<file path="src/logic/flyback_pkg.sv">
// Shared constants, state encoding and tables for the flyback fault supervisor
//
// Behaviour
// - Sample output voltage at demagnetization end instant
// - Quantize sample into bins 0-17, seventeen boundaries
// - Peak-current floor follows bin table, 80-200 mV
// - Three fault classes: latching, non-latching, auto-recovery
// - Latching fault disables gate drive at once
// - Latched state ignores turn-on threshold restarts
// - Latch cleared by supply reset or line removal
// - Non-latching fault: drive off, startup source off
// - Startup source hovers supply between thresholds
// - Fault cleared: restart at turn-on with line good
// - Supply already up: start immediately if line good
// - Auto-recovery fault: drive off, start recovery timer
// - Recovery timer running: startup source hovers supply
// - Timer expired: restart at next turn-on crossing
// - Dropout timer runs while line below stop level
// - Dropout timer expiry declares brownout, controller off
// - Brownout regulates supply until line above start
// - Overload timer integrates; expiry latches or auto-recovers
package flyback_pkg;

    // Clock rate
    localparam int CLK_HZ = 25_000_000;
    localparam int CLK_PER_MS = CLK_HZ / 1000;

    // Times in their own units
    localparam int LINE_DROPOUT_MS = 54;
    localparam int AUTO_RECOVERY_MS = 1200;
    localparam int OVERLOAD_MS = 160;

    // Derived cycle counts
    localparam int LINE_DROPOUT_CYC = LINE_DROPOUT_MS * CLK_PER_MS;
    localparam int AUTO_RECOVERY_CYC = AUTO_RECOVERY_MS * CLK_PER_MS;
    localparam int OVERLOAD_CYC = OVERLOAD_MS * CLK_PER_MS;
    localparam int CNT_W = 25;

    // Output-voltage sample in millivolts
    localparam int SAMPLE_W = 14;
    localparam int NUM_BOUNDS = 17;
    localparam int BIN_W = 5;
    localparam int FIRST_BOUND_MV = 1575;
    localparam int SECOND_BOUND_MV = 2000;
    localparam int BOUND_STEP_MV = 500;
    localparam int LAST_BOUND_MV = 9500;

    // Floor width in millivolts
    localparam int FLOOR_W = 8;

    // Floor per bin, bins 0 to 17
    localparam logic [FLOOR_W-1:0] FLOOR_MV [NUM_BOUNDS+1] = '{
        8'h50, 8'h5A, 8'h64, 8'h6E, 8'h78, 8'h7D, 8'h87, 8'h8C, 8'h96,
        8'h9B, 8'hA0, 8'hA5, 8'hAF, 8'hB4, 8'hB9, 8'hBE, 8'hC3, 8'hC8
    };

    // Reset values
    localparam logic [BIN_W-1:0] BIN_RESET = 5'h00;
    localparam logic [FLOOR_W-1:0] FLOOR_RESET = 8'h50;

    // Supervisor states
    typedef enum logic [2:0] {
        ST_POWER_UP = 3'b000,
        ST_RUN = 3'b001,
        ST_LATCHED = 3'b010,
        ST_NON_LATCH = 3'b011,
        ST_AUTO_REC = 3'b100
    } sup_state_type;

endpackage : flyback_pkg

</file>
<file path="src/logic/vout_bin_if.sv">
// Carrier between supervisor and output-voltage quantizer
`timescale 1ns/1ps
interface vout_bin_if import flyback_pkg::*; ();
    logic take;                  // Sample instant accepted
    logic [SAMPLE_W-1:0] level;  // Sensed output voltage, mV
    logic [BIN_W-1:0] bin;       // Held bin

    modport ctrl (output take, output level, input bin);
    modport quant (input take, input level, output bin);
endinterface : vout_bin_if

</file>
<file path="src/logic/vout_quantizer.sv">
// Output-voltage bin quantizer with held result
`timescale 1ns/1ps
module vout_quantizer import flyback_pkg::*; (
    // Clock and reset
    input wire logic sys_clk,
    input wire logic reset_n,
    // Sample and bin
    vout_bin_if.quant vb
);

    ////////////////////////////////////////////////////////////////////////
    // Boundary comparators
    logic [NUM_BOUNDS-1:0] above; // Thermometer code
    logic [BIN_W-1:0] bin_reg;    // Held bin
    logic [BIN_W-1:0] bin_next;

    // One comparator per boundary
    genvar gi;
    generate
        for (gi = 0; gi < NUM_BOUNDS; gi++) begin : g_bound
            localparam int BOUND = (gi == 0) ? FIRST_BOUND_MV :
                SECOND_BOUND_MV + (gi - 1) * BOUND_STEP_MV;
            assign above[gi] = (vb.level >= SAMPLE_W'(BOUND));
        end
    endgenerate

    ////////////////////////////////////////////////////////////////////////
    // Bin next value
    always_comb begin
        bin_next = bin_reg;
        // Update only at the sample instant
        if (vb.take) begin
            bin_next = BIN_RESET;
            for (int i = 0; i < NUM_BOUNDS; i++) begin
                if (above[i]) begin
                    bin_next = BIN_W'(i + 1);
                end
            end
        end
    end

    // Bin register
    always_ff @(posedge sys_clk or negedge reset_n) begin
        if (!reset_n) begin
            bin_reg <= BIN_RESET;
        end else begin
            bin_reg <= bin_next;
        end
    end

    assign vb.bin = bin_reg;
endmodule : vout_quantizer

</file>
<file path="src/logic/flyback_fault_supervisor.sv">
// Fault classing, startup-source control, timers and peak-current floor
`timescale 1ns/1ps
module flyback_fault_supervisor import flyback_pkg::*; #(
    parameter int DROPOUT_CYC = LINE_DROPOUT_CYC,   // Line dropout period
    parameter int RECOVERY_CYC = AUTO_RECOVERY_CYC, // Auto-recovery period
    parameter int OVLD_CYC = OVERLOAD_CYC           // Overload period
) (
    // Clock and reset
    input wire logic sys_clk,
    input wire logic reset_n,
    // Supply comparators
    input wire logic vcc_above_on,
    input wire logic vcc_below_off,
    input wire logic vcc_below_reset,
    // Line comparators
    input wire logic line_above_start,
    input wire logic line_below_stop,
    input wire logic line_removal_event,
    // Fault detectors
    input wire logic abnormal_overcurrent_fault,
    input wire logic vcc_overvoltage_fault,
    input wire logic ext_latch_request,
    input wire logic thermal_fault,
    input wire logic overload_detect,
    input wire logic overload_latch_option,
    // Output-voltage sensing
    input wire logic demag_sense_input,
    input wire logic [SAMPLE_W-1:0] vout_sample,
    // Drive and supply control
    output logic drive_enable,
    output logic startup_enable,
    output logic [FLOOR_W-1:0] min_peak_current_floor,
    // Status
    output logic latched_status,
    output logic brownout_status,
    output logic autorec_status
);

    ////////////////////////////////////////////////////////////////////////
    // Declarations
    sup_state_type state_reg, state_next;  // Supervisor state
    logic drive_reg, drive_next;           // Gate drive enable
    logic hv_reg, hv_next;                 // Startup source enable
    logic vcc_on_prev_reg, vcc_on_prev_next; // Turn-on edge history
    logic [CNT_W-1:0] bo_cnt_reg, bo_cnt_next;   // Dropout timer
    logic bo_reg, bo_next;                 // Brownout flag
    logic [CNT_W-1:0] ar_cnt_reg, ar_cnt_next;   // Recovery timer
    logic ar_done_reg, ar_done_next;       // Recovery expired
    logic [CNT_W-1:0] ov_cnt_reg, ov_cnt_next;   // Overload integrator
    logic [FLOOR_W-1:0] floor_reg, floor_next;   // Current floor
    logic latched_reg, latched_next;       // Latched status flop
    logic autorec_reg, autorec_next;       // Recovery status flop
    logic latch_fault;   // Any latching cause
    logic nonlatch_fault; // Any non-latching cause
    logic ovld_trip;     // Overload integrator expired
    logic vcc_on_rise;   // Turn-on crossing
    logic clear_all;     // Supply reset or line removal
    logic bo_expire;     // Dropout timer reached end

    vout_bin_if vb ();

    ////////////////////////////////////////////////////////////////////////
    // Fault decode
    assign latch_fault = abnormal_overcurrent_fault | vcc_overvoltage_fault |
                         ext_latch_request;
    assign nonlatch_fault = bo_next | thermal_fault;
    assign vcc_on_rise = vcc_above_on & ~vcc_on_prev_reg;
    assign clear_all = vcc_below_reset | line_removal_event;
    assign bo_expire = line_below_stop &&
                       (bo_cnt_reg == CNT_W'(DROPOUT_CYC - 1));
    assign ovld_trip = (state_reg == ST_RUN) && overload_detect &&
                       (ov_cnt_reg == CNT_W'(OVLD_CYC - 1));

    ////////////////////////////////////////////////////////////////////////
    // Brownout timer next values
    always_comb begin
        bo_cnt_next = bo_cnt_reg;
        bo_next = bo_reg;
        // Count while line is below stop level
        if (line_below_stop) begin
            if (!bo_expire) begin
                bo_cnt_next = bo_cnt_reg + CNT_W'(1);
            end
        end else begin
            bo_cnt_next = '0;
        end
        // Clear when line back above start level
        if (line_above_start) begin
            bo_next = 1'b0;
        end
        // Expiry wins over clear
        if (bo_expire) begin
            bo_next = 1'b1;
        end
    end

    // Brownout timer registers
    always_ff @(posedge sys_clk or negedge reset_n) begin
        if (!reset_n) begin
            bo_cnt_reg <= '0;
            bo_reg <= 1'b0;
        end else begin
            bo_cnt_reg <= bo_cnt_next;
            bo_reg <= bo_next;
        end
    end

    ////////////////////////////////////////////////////////////////////////
    // Overload integrator next value
    always_comb begin
        ov_cnt_next = ov_cnt_reg;
        if (state_reg != ST_RUN || ovld_trip) begin
            ov_cnt_next = '0;
        end else if (overload_detect) begin
            ov_cnt_next = ov_cnt_reg + CNT_W'(1);
        end else if (ov_cnt_reg != '0) begin
            ov_cnt_next = ov_cnt_reg - CNT_W'(1);
        end
    end

    // Overload integrator register
    always_ff @(posedge sys_clk or negedge reset_n) begin
        if (!reset_n) begin
            ov_cnt_reg <= '0;
        end else begin
            ov_cnt_reg <= ov_cnt_next;
        end
    end

    ////////////////////////////////////////////////////////////////////////
    // Supervisor next state
    always_comb begin
        state_next = state_reg;
        case (state_reg)
            // Initial power-on: wait for supply and line
            ST_POWER_UP: begin
                if (latch_fault) begin
                    state_next = ST_LATCHED;
                end else if (vcc_above_on && line_above_start &&
                             !nonlatch_fault) begin
                    state_next = ST_RUN;
                end
            end
            // Switching
            ST_RUN: begin
                if (latch_fault || (ovld_trip && overload_latch_option)) begin
                    state_next = ST_LATCHED;
                end else if (nonlatch_fault) begin
                    state_next = ST_NON_LATCH;
                end else if (ovld_trip) begin
                    state_next = ST_AUTO_REC;
                end
            end
            // Latched: only reset or line removal frees it
            ST_LATCHED: begin
                state_next = ST_LATCHED;
            end
            // Restart once cleared, supply up and line good
            ST_NON_LATCH: begin
                if (latch_fault) begin
                    state_next = ST_LATCHED;
                end else if (!nonlatch_fault && vcc_above_on &&
                             line_above_start) begin
                    state_next = ST_RUN;
                end
            end
            // Restart at the turn-on crossing after expiry
            ST_AUTO_REC: begin
                if (latch_fault) begin
                    state_next = ST_LATCHED;
                end else if (ar_done_reg && vcc_on_rise && line_above_start &&
                             !nonlatch_fault) begin
                    state_next = ST_RUN;
                end
            end
            default: begin
                state_next = ST_POWER_UP;
            end
        endcase
        // Supply reset or line removal restarts the power-on sequence
        if (clear_all) begin
            state_next = ST_POWER_UP;
        end
    end

    ////////////////////////////////////////////////////////////////////////
    // Drive, startup source and recovery timer next values
    always_comb begin
        drive_next = (state_next == ST_RUN);
        hv_next = hv_reg;
        ar_cnt_next = ar_cnt_reg;
        ar_done_next = ar_done_reg;
        vcc_on_prev_next = vcc_above_on;
        // Status flags registered from the next state
        latched_next = (state_next == ST_LATCHED);
        autorec_next = (state_next == ST_AUTO_REC);
        if (state_next == ST_RUN) begin
            // Aux winding supplies the part while switching
            hv_next = 1'b0;
        end else if (state_reg == ST_RUN) begin
            // Fault entry: let supply decay first
            hv_next = 1'b0;
        end else if (vcc_below_off) begin
            hv_next = 1'b1;
        end else if (vcc_above_on) begin
            hv_next = 1'b0;
        end
        // Recovery timer runs only in its state
        if (state_next == ST_AUTO_REC && state_reg != ST_AUTO_REC) begin
            ar_cnt_next = '0;
            ar_done_next = 1'b0;
        end else if (state_reg == ST_AUTO_REC && !ar_done_reg) begin
            if (ar_cnt_reg == CNT_W'(RECOVERY_CYC - 1)) begin
                ar_done_next = 1'b1;
            end else begin
                ar_cnt_next = ar_cnt_reg + CNT_W'(1);
            end
        end
    end

    // Supervisor registers
    always_ff @(posedge sys_clk or negedge reset_n) begin
        if (!reset_n) begin
            state_reg <= ST_POWER_UP;
            drive_reg <= 1'b0;
            hv_reg <= 1'b1;
            ar_cnt_reg <= '0;
            ar_done_reg <= 1'b0;
            vcc_on_prev_reg <= 1'b0;
            latched_reg <= 1'b0;
            autorec_reg <= 1'b0;
        end else begin
            state_reg <= state_next;
            drive_reg <= drive_next;
            hv_reg <= hv_next;
            ar_cnt_reg <= ar_cnt_next;
            ar_done_reg <= ar_done_next;
            vcc_on_prev_reg <= vcc_on_prev_next;
            latched_reg <= latched_next;
            autorec_reg <= autorec_next;
        end
    end

    ////////////////////////////////////////////////////////////////////////
    // Output-voltage sampling and floor
    // Take sample only while switching
    assign vb.take = demag_sense_input & drive_reg;
    assign vb.level = vout_sample;

    vout_quantizer u_quant (
        .sys_clk (sys_clk),
        .reset_n (reset_n),
        .vb (vb)
    );

    // Floor lookup from held bin
    always_comb begin
        floor_next = FLOOR_MV[vb.bin];
    end

    // Floor register
    always_ff @(posedge sys_clk or negedge reset_n) begin
        if (!reset_n) begin
            floor_reg <= FLOOR_RESET;
        end else begin
            floor_reg <= floor_next;
        end
    end

    ////////////////////////////////////////////////////////////////////////
    // Outputs
    assign drive_enable = drive_reg;
    assign startup_enable = hv_reg;
    assign min_peak_current_floor = floor_reg;
    assign latched_status = latched_reg;
    assign brownout_status = bo_reg;
    assign autorec_status = autorec_reg;
endmodule : flyback_fault_supervisor

</file>
<file path="config.mk">
export PLATFORM = sky130hd
export DESIGN_NAME = flyback_fault_supervisor
export DESIGN_NICKNAME = d
export VERILOG_FILES = /design/src/logic/flyback_pkg.sv /design/src/logic/vout_bin_if.sv /design/src/logic/vout_quantizer.sv /design/src/logic/flyback_fault_supervisor.sv
export SDC_FILE = /design/constraint.sdc
export NUM_CORES = 1
export LEC_CHECK = 0
export BUFFER_PORTS_ARGS = -buffer_cell sky130_fd_sc_hd__buf_2
export CAP_MARGIN = 0
export CORE_MARGIN = 5
export CORE_UTILIZATION = 65
export CTS_CLUSTER_SIZE = 10
export DETAILED_ROUTE_END_ITERATION = 6
export HOLD_SLACK_MARGIN = 0.03
export PLACE_DENSITY = 0.85
export SLEW_MARGIN = 20
export SYNTH_ARGS = -nofsm -noshare
export SYNTH_HDL_FRONTEND = slang
export SYNTH_HIERARCHICAL = 1
export SYNTH_SLANG_ARGS = --single-unit
</file>
<file path="constraint.sdc">
create_clock -name sys_clk -period 5 [get_ports sys_clk]
set_input_delay 0.25 -clock sys_clk [delete_from_list [all_inputs] [get_ports sys_clk]]
set_output_delay 0.25 -clock sys_clk [all_outputs]
set_load 0.05 [all_outputs]
</file>
* Word level (Yosys, flattened, before mapping)
Memories as Yosys holds them, arrays and structs flattened. A register that Yosys moved wholly into a read port is not among the register bits. Cells that the tools add are included. Widths: inputs -> output; s select.
Storage, ports and cells: bits in registers 90, ROM bits 256, input port bits 29, memories 1
Memories:
- (name not given) | depth 32, bits a word 8, read ports 1, clocked after Yosys merged registers in 1, write ports 0, RTL line flyback_fault_supervisor.sv:258 | floor_next = FLOOR_MV[vb.bin];
Operators by class: add/sub/neg operators 4, magnitude comparators 17, equality and inequality tests 14, mux-type cells 45, bitwise gates (word level) 8, reductions and logical operators 26
Operators by type and width (number):
- $mux 25 | 8
- $ge 14x13->1 const B | 8
- $add 25x1->25 const B | 3
- $ge 14x12->1 const B | 4
- $ge 14x14->1 const B | 3
- $mux 3 | 14
- $mux 4 | 8
- $ge 14x11->1 const B | 2
- $eq 25x21->1 const B | 1
- $eq 25x22->1 const B | 1
- $eq 25x25->1 const B | 1
- $reduce_bool 25->1 | 1
- $sub 25x1->25 const B | 1
- $pmux 3 s5 | 1
- $logic_and 1x1->1 | 13
- $mux 1 | 10
- $mux 5 | 2
- $eq 3x2->1 const B | 3
- $eq 3x1->1 const B | 2
- $eq 3x3->1 const B | 2
- $not 5->6 | 1
- $mux 2 | 2
- $ne 2x2->1 const B | 2
- $or 1x1->1 | 4
- 11 further kinds | 17

* Depth between registers and ports, before layout
depth after elaboration 18, gate-level depth with buffers 9, depth with buffers taken out 9

* Cells and area by module
The synthesis kept the hierarchy.
By module, submodules not included:
- flyback_fault_supervisor | times used 1, cells an instance 600, area an instance 5853.1 um^2
- vout_quantizer | times used 1, cells an instance 106, area an instance 726.9 um^2

* Least setup slack after synthesis
No wires, ideal clock.
path kind in2reg, from input overload_detect, to register ov_cnt_reg[22], setup time 0.137 ns, arrival 2.484 ns, required time 4.863 ns, slack 2.379 ns, stages 9, path buffers 0, path through inv_1 > ha_1 > nor2b_1 > o2111a_1 > o31a_1 > o2111ai_1 > a21oi_1 > a2111oi_0 > nor4_1
Between the ends: word-level cells in the longest chain between the ends 4
Ends and longest elaborated chain:
- start: declaration | RTL line flyback_fault_supervisor.sv:24 | input wire logic overload_detect,
- $logic_and 1x1->1 (2 in a row) | RTL line flyback_fault_supervisor.sv:71 | assign ovld_trip = (state_reg == ST_RUN) && overload_detect &&
- $logic_or 1x1->1 | RTL line flyback_fault_supervisor.sv:112 | if (state_reg != ST_RUN || ovld_trip) begin
- $reduce_bool 3->1 (no source line) or $mux 25 (tied branches)
- end signal: assignment | RTL line flyback_fault_supervisor.sv:126 | ov_cnt_reg <= ov_cnt_next;
- end: declaration | RTL line flyback_fault_supervisor.sv:49 | logic [CNT_W-1:0] ov_cnt_reg, ov_cnt_next;
Several ways; a longest one is shown, not always the timed one. A chain may end at the register's enable or synchronous reset.

* Worst setup path in the final report
from input overload_detect, to register ov_cnt_reg[23]
The elaborated chain is that of the path after synthesis.

==> impl_metrics.py <==
metrics = {
    "floorplan": {
        "dieArea_um2": 12240,
        "num_rows": 36,
        "io_pins": 42,
        "die_h_um": 110.6,
        "initial_core_util_pct": 67.01,
        "die_w_um": 110.6,
        "core_area_um2": 9819,
    },
    "clock_network": {
        "insertion_delay_ns": 0.38,
        "clockBufferDepth": 2,
        "clock_sinks": 98,
        "h-tree-depth": 3,
        "cts.clk_slew.worst_paths_ns": 0.09,
        "cts_resized": 0,
        "cts_tree": "yes",
        "root_buffer": "clkbuf_8",
        "cts_buffers": 9,
    },
    "worst_setup_path": {
        "crit_path_end_kind": "flip-flop",
        "arrival_ns": 3.08,
        "reg2reg_to": "ar_cnt_reg[1]",
        "crit_fanout": 23,
        "start_kind": "input port",
        "r2r_start": "bo_cnt_reg[4]",
        "rrSetupSlack_ns": 2.30,
        "cp-startpoint": "overload_detect",
        "worstPathRequired_ns": 5.26,
        "critical_path_class": "in2reg",
        "reg2reg_depth": 8,
        "crit_end": "ov_cnt_reg[23]",
    },
    "timing": {
        "setup_viol": 0,
        "finalSetupTns_ns": 0,
        "period_needed_ns": 2.824,
        "whs_ns": 0.1430,
        "clock.fmax_mhz": 354.1,
        "drv_slew": 0,
        "post-route-period-util_pct": 56.48,
        "tightestPinTransition_ns": 0.8250,
        "slew_headroom_pct": 44.94,
        "hold_violations": 0,
        "fin_skew_ns": 0.01768,
        "rsz0062_at_grt": "no",
    },
    "synth": {
        "synth_edf_count": 0,
        "synthesis.nets": 768,
        "synth_cell_types": 86,
        "syn_inst": 706,
        "netlist_area_um2": 6580,
        "async_flop_share_pct": 100.0,
        "ys_warn_count": 6,
        "ys_seq_area_share_pct": 37.33,
        "ys_ff_latch": 98,
        "ys.flop_type": "dfrtp_1",
        "syn_avg_cell_area_um2": 9.320,
    },
    "global_routing": {
        "grt_util_all_layers_pct": 22.64,
        "grt_antenna_before_repair": 0,
        "gr-total-overflow": 0,
        "grt_pass1_vias": 5262,
        "grt_max_degree": 54,
        "grt_pass1_wl_um": 23540,
    },
    "placement": {
        "dpl.hpwl_um": 10180,
        "place.gp.congestion": 0.8917,
        "port_buffers": 41,
    },
    "job": {
        "cap_violations": 0,
    },
    "drt": {
        "drtIter0Drc": 326,
        "dr.pass1.iters": 6,
        "wire_per_inst_um": 15.77,
        "drc": 0,
        "drt-total-wl_um": 13820,
        "vias": 5363,
        "ant_nets": 0,
        "via_per_inst": 6.122,
    },
    "power_and_ir_drop": {
        "power.density_nw_per_um2": 202.4,
        "vdd_drop_max_mv": 0.1760,
        "leakagePower_nw": 2.977,
    },
    "min_path": {
        "min_from": "ext_latch_request",
        "hold_path_class": "in2reg",
    },
    "final_layout": {
        "area_delta_synth_final_pct": 6.655,
        "final_net_count": 800,
        "drive_above_1_share_pct": 14.80,
        "antennaDiodeCount": 0,
    },
    "outcome": {
        "status": "finished clean",
    },
}
[cell usage in the layout, fill, tap and decap left out, types with 6 or more instances in the layout]
cell type and count:
or3_1 9, a211oi_1 11, a21oi_1 37, o31ai_1 6, inv_1 21, xnor2_1 29
mux2i_1 6, nor3_1 27, dfrtp_1 95, buf_2 40, nand3_1 33, nor2_4 19
nor2b_1 10, and2_1 22, clkbuf_8 10, nor4b_1 6, o21ai_0 22, nor4_1 10
xor2_1 29, and3_1 7, nor2_1 68, nand2_1 50, ha_1 32, nand4_1 20
[where the power goes]
| part | internal, mW | total, mW | switching [mW] |
|---|---|---|---|
| Clock | 0.198 | 0.484 | 0.286 |
| Sequential | 0.797 | 0.802 | 0.00414 |
| Combinational | 0.0446 | 0.135 | 0.0899 |
[timing repair]
action | 4_1_cts | 5_1_grt
setup buffers | 0 | 0
hold endpoints to repair | 43 | 1
hold buffers | 1 | 1
[cells in the mapped netlist, types with 3 or more instances]
cell	instances	share of area, %
o211ai_1	5	0.57
o21ai_0	22	1.7
a21boi_0	3	0.34
o21a_1	5	0.57
and4_1	4	0.53
dfrtp_1	95	36
and3_1	7	0.67
xnor2_1	29	3.9
xor2_1	29	3.9
nor2b_1	10	0.95
nand4_1	20	1.9
ha_1	32	6.1
o31ai_1	6	0.68
clkbuf_1	11	0.63
a31oi_1	5	0.48
a211o_1	4	0.53
nand2_1	50	2.9
a21oi_1	37	2.8
nor3b_1	3	0.34
nor2_1	68	3.9
or3_1	9	0.86
o21ai_1	3	0.23
and2_1	22	2.1
mux2i_1	6	0.91
nand3_1	33	2.5
nand2b_1	4	0.38
nor2_2	3	0.29
nor4b_1	6	0.80
inv_1	21	1.2
dfstp_2	3	1.2
nor2_4	19	3.3
nor4_2	3	0.57
nor3_1	27	2.1
buf_6	3	0.51
a21o_1	5	0.57
nand3b_1	3	0.34
a211oi_1	11	1.3
buf_2	9	0.68
nor4_1	10	0.95
[per-layer routing]
layer  track usage [%]  vias to the layer above  wire (µm)
met5                 0                        -          0
met3             4.759                       22        501
li1                  -                     2630          -
met1             27.00                     2567       5957
met2             40.78                      144       7114
met4             6.979                        0        243
[worst min path at each step]
stage / slack [ns] / depth (start not counted) / to
2_1_floorplan: -0.05 / 0 / ar_cnt_reg[0]
3_3_place_gp: 0.28 / 1 / bo_cnt_reg[14]
3_5_place_dp: 0.29 / 1 / bo_cnt_reg[17]
4_1_cts: 0.04 / 1 / vcc_on_prev_reg
5_1_grt: 0.14 / 2 / latched_status
6_report: 0.14 / 2 / latched_status
[worst max-delay path, cell delays in order]
cell	delay, ns
buf_2	0.14
inv_1	0.61
ha_1	0.42
a21oi_1	0.18
o21ai_0	0.14
nor3_1	0.34
a211oi_1	0.18
o31ai_1	0.48
nor4_1	0.09
a211o_1	0.24
[logic make-up (layout without fill, tap and decap cells)]
logic type               after synthesis  after routing  synth area share, %
XOR/XNOR                              58             58                7.720
multiplexers                           7              7                1.255
AND/OR/NAND/NOR                      323            323                28.52
AO/OA/AOI/OAI                        140            140                15.06
adder cells (fa/ha/maj)               33             33                6.389
flip-flops                            98             98                37.33
buffers and inverters                 47             84                3.727
[stage by stage]
stage          worst slack, ns  std cells  total power, mW  util [%]  instance area [µm²]
3_5_place_dp             1.812        858           0.9494     69.46                 6820
6_report                 2.176        876            1.420     71.47                 7018
5_1_grt                  1.922        876            1.475     71.47                 7018
4_1_cts                  2.214        875            1.429     71.37                 7008
3_3_place_gp             1.911        858           0.9445     69.46                 6820
2_1_floorplan            2.379        706           0.9027         -                 6580
[layout make-up]
type,count,area (µm²)
clock inverter,5,36.28
inverter,22,85.08
fill,792,2801
multi-input combinational,561,3882
clock buffer,11,141.4
tap,133,166.4
sequential,98,2456
timing repair buffer,46,250.2
Note: power is estimated with default switching activity, not from simulation.
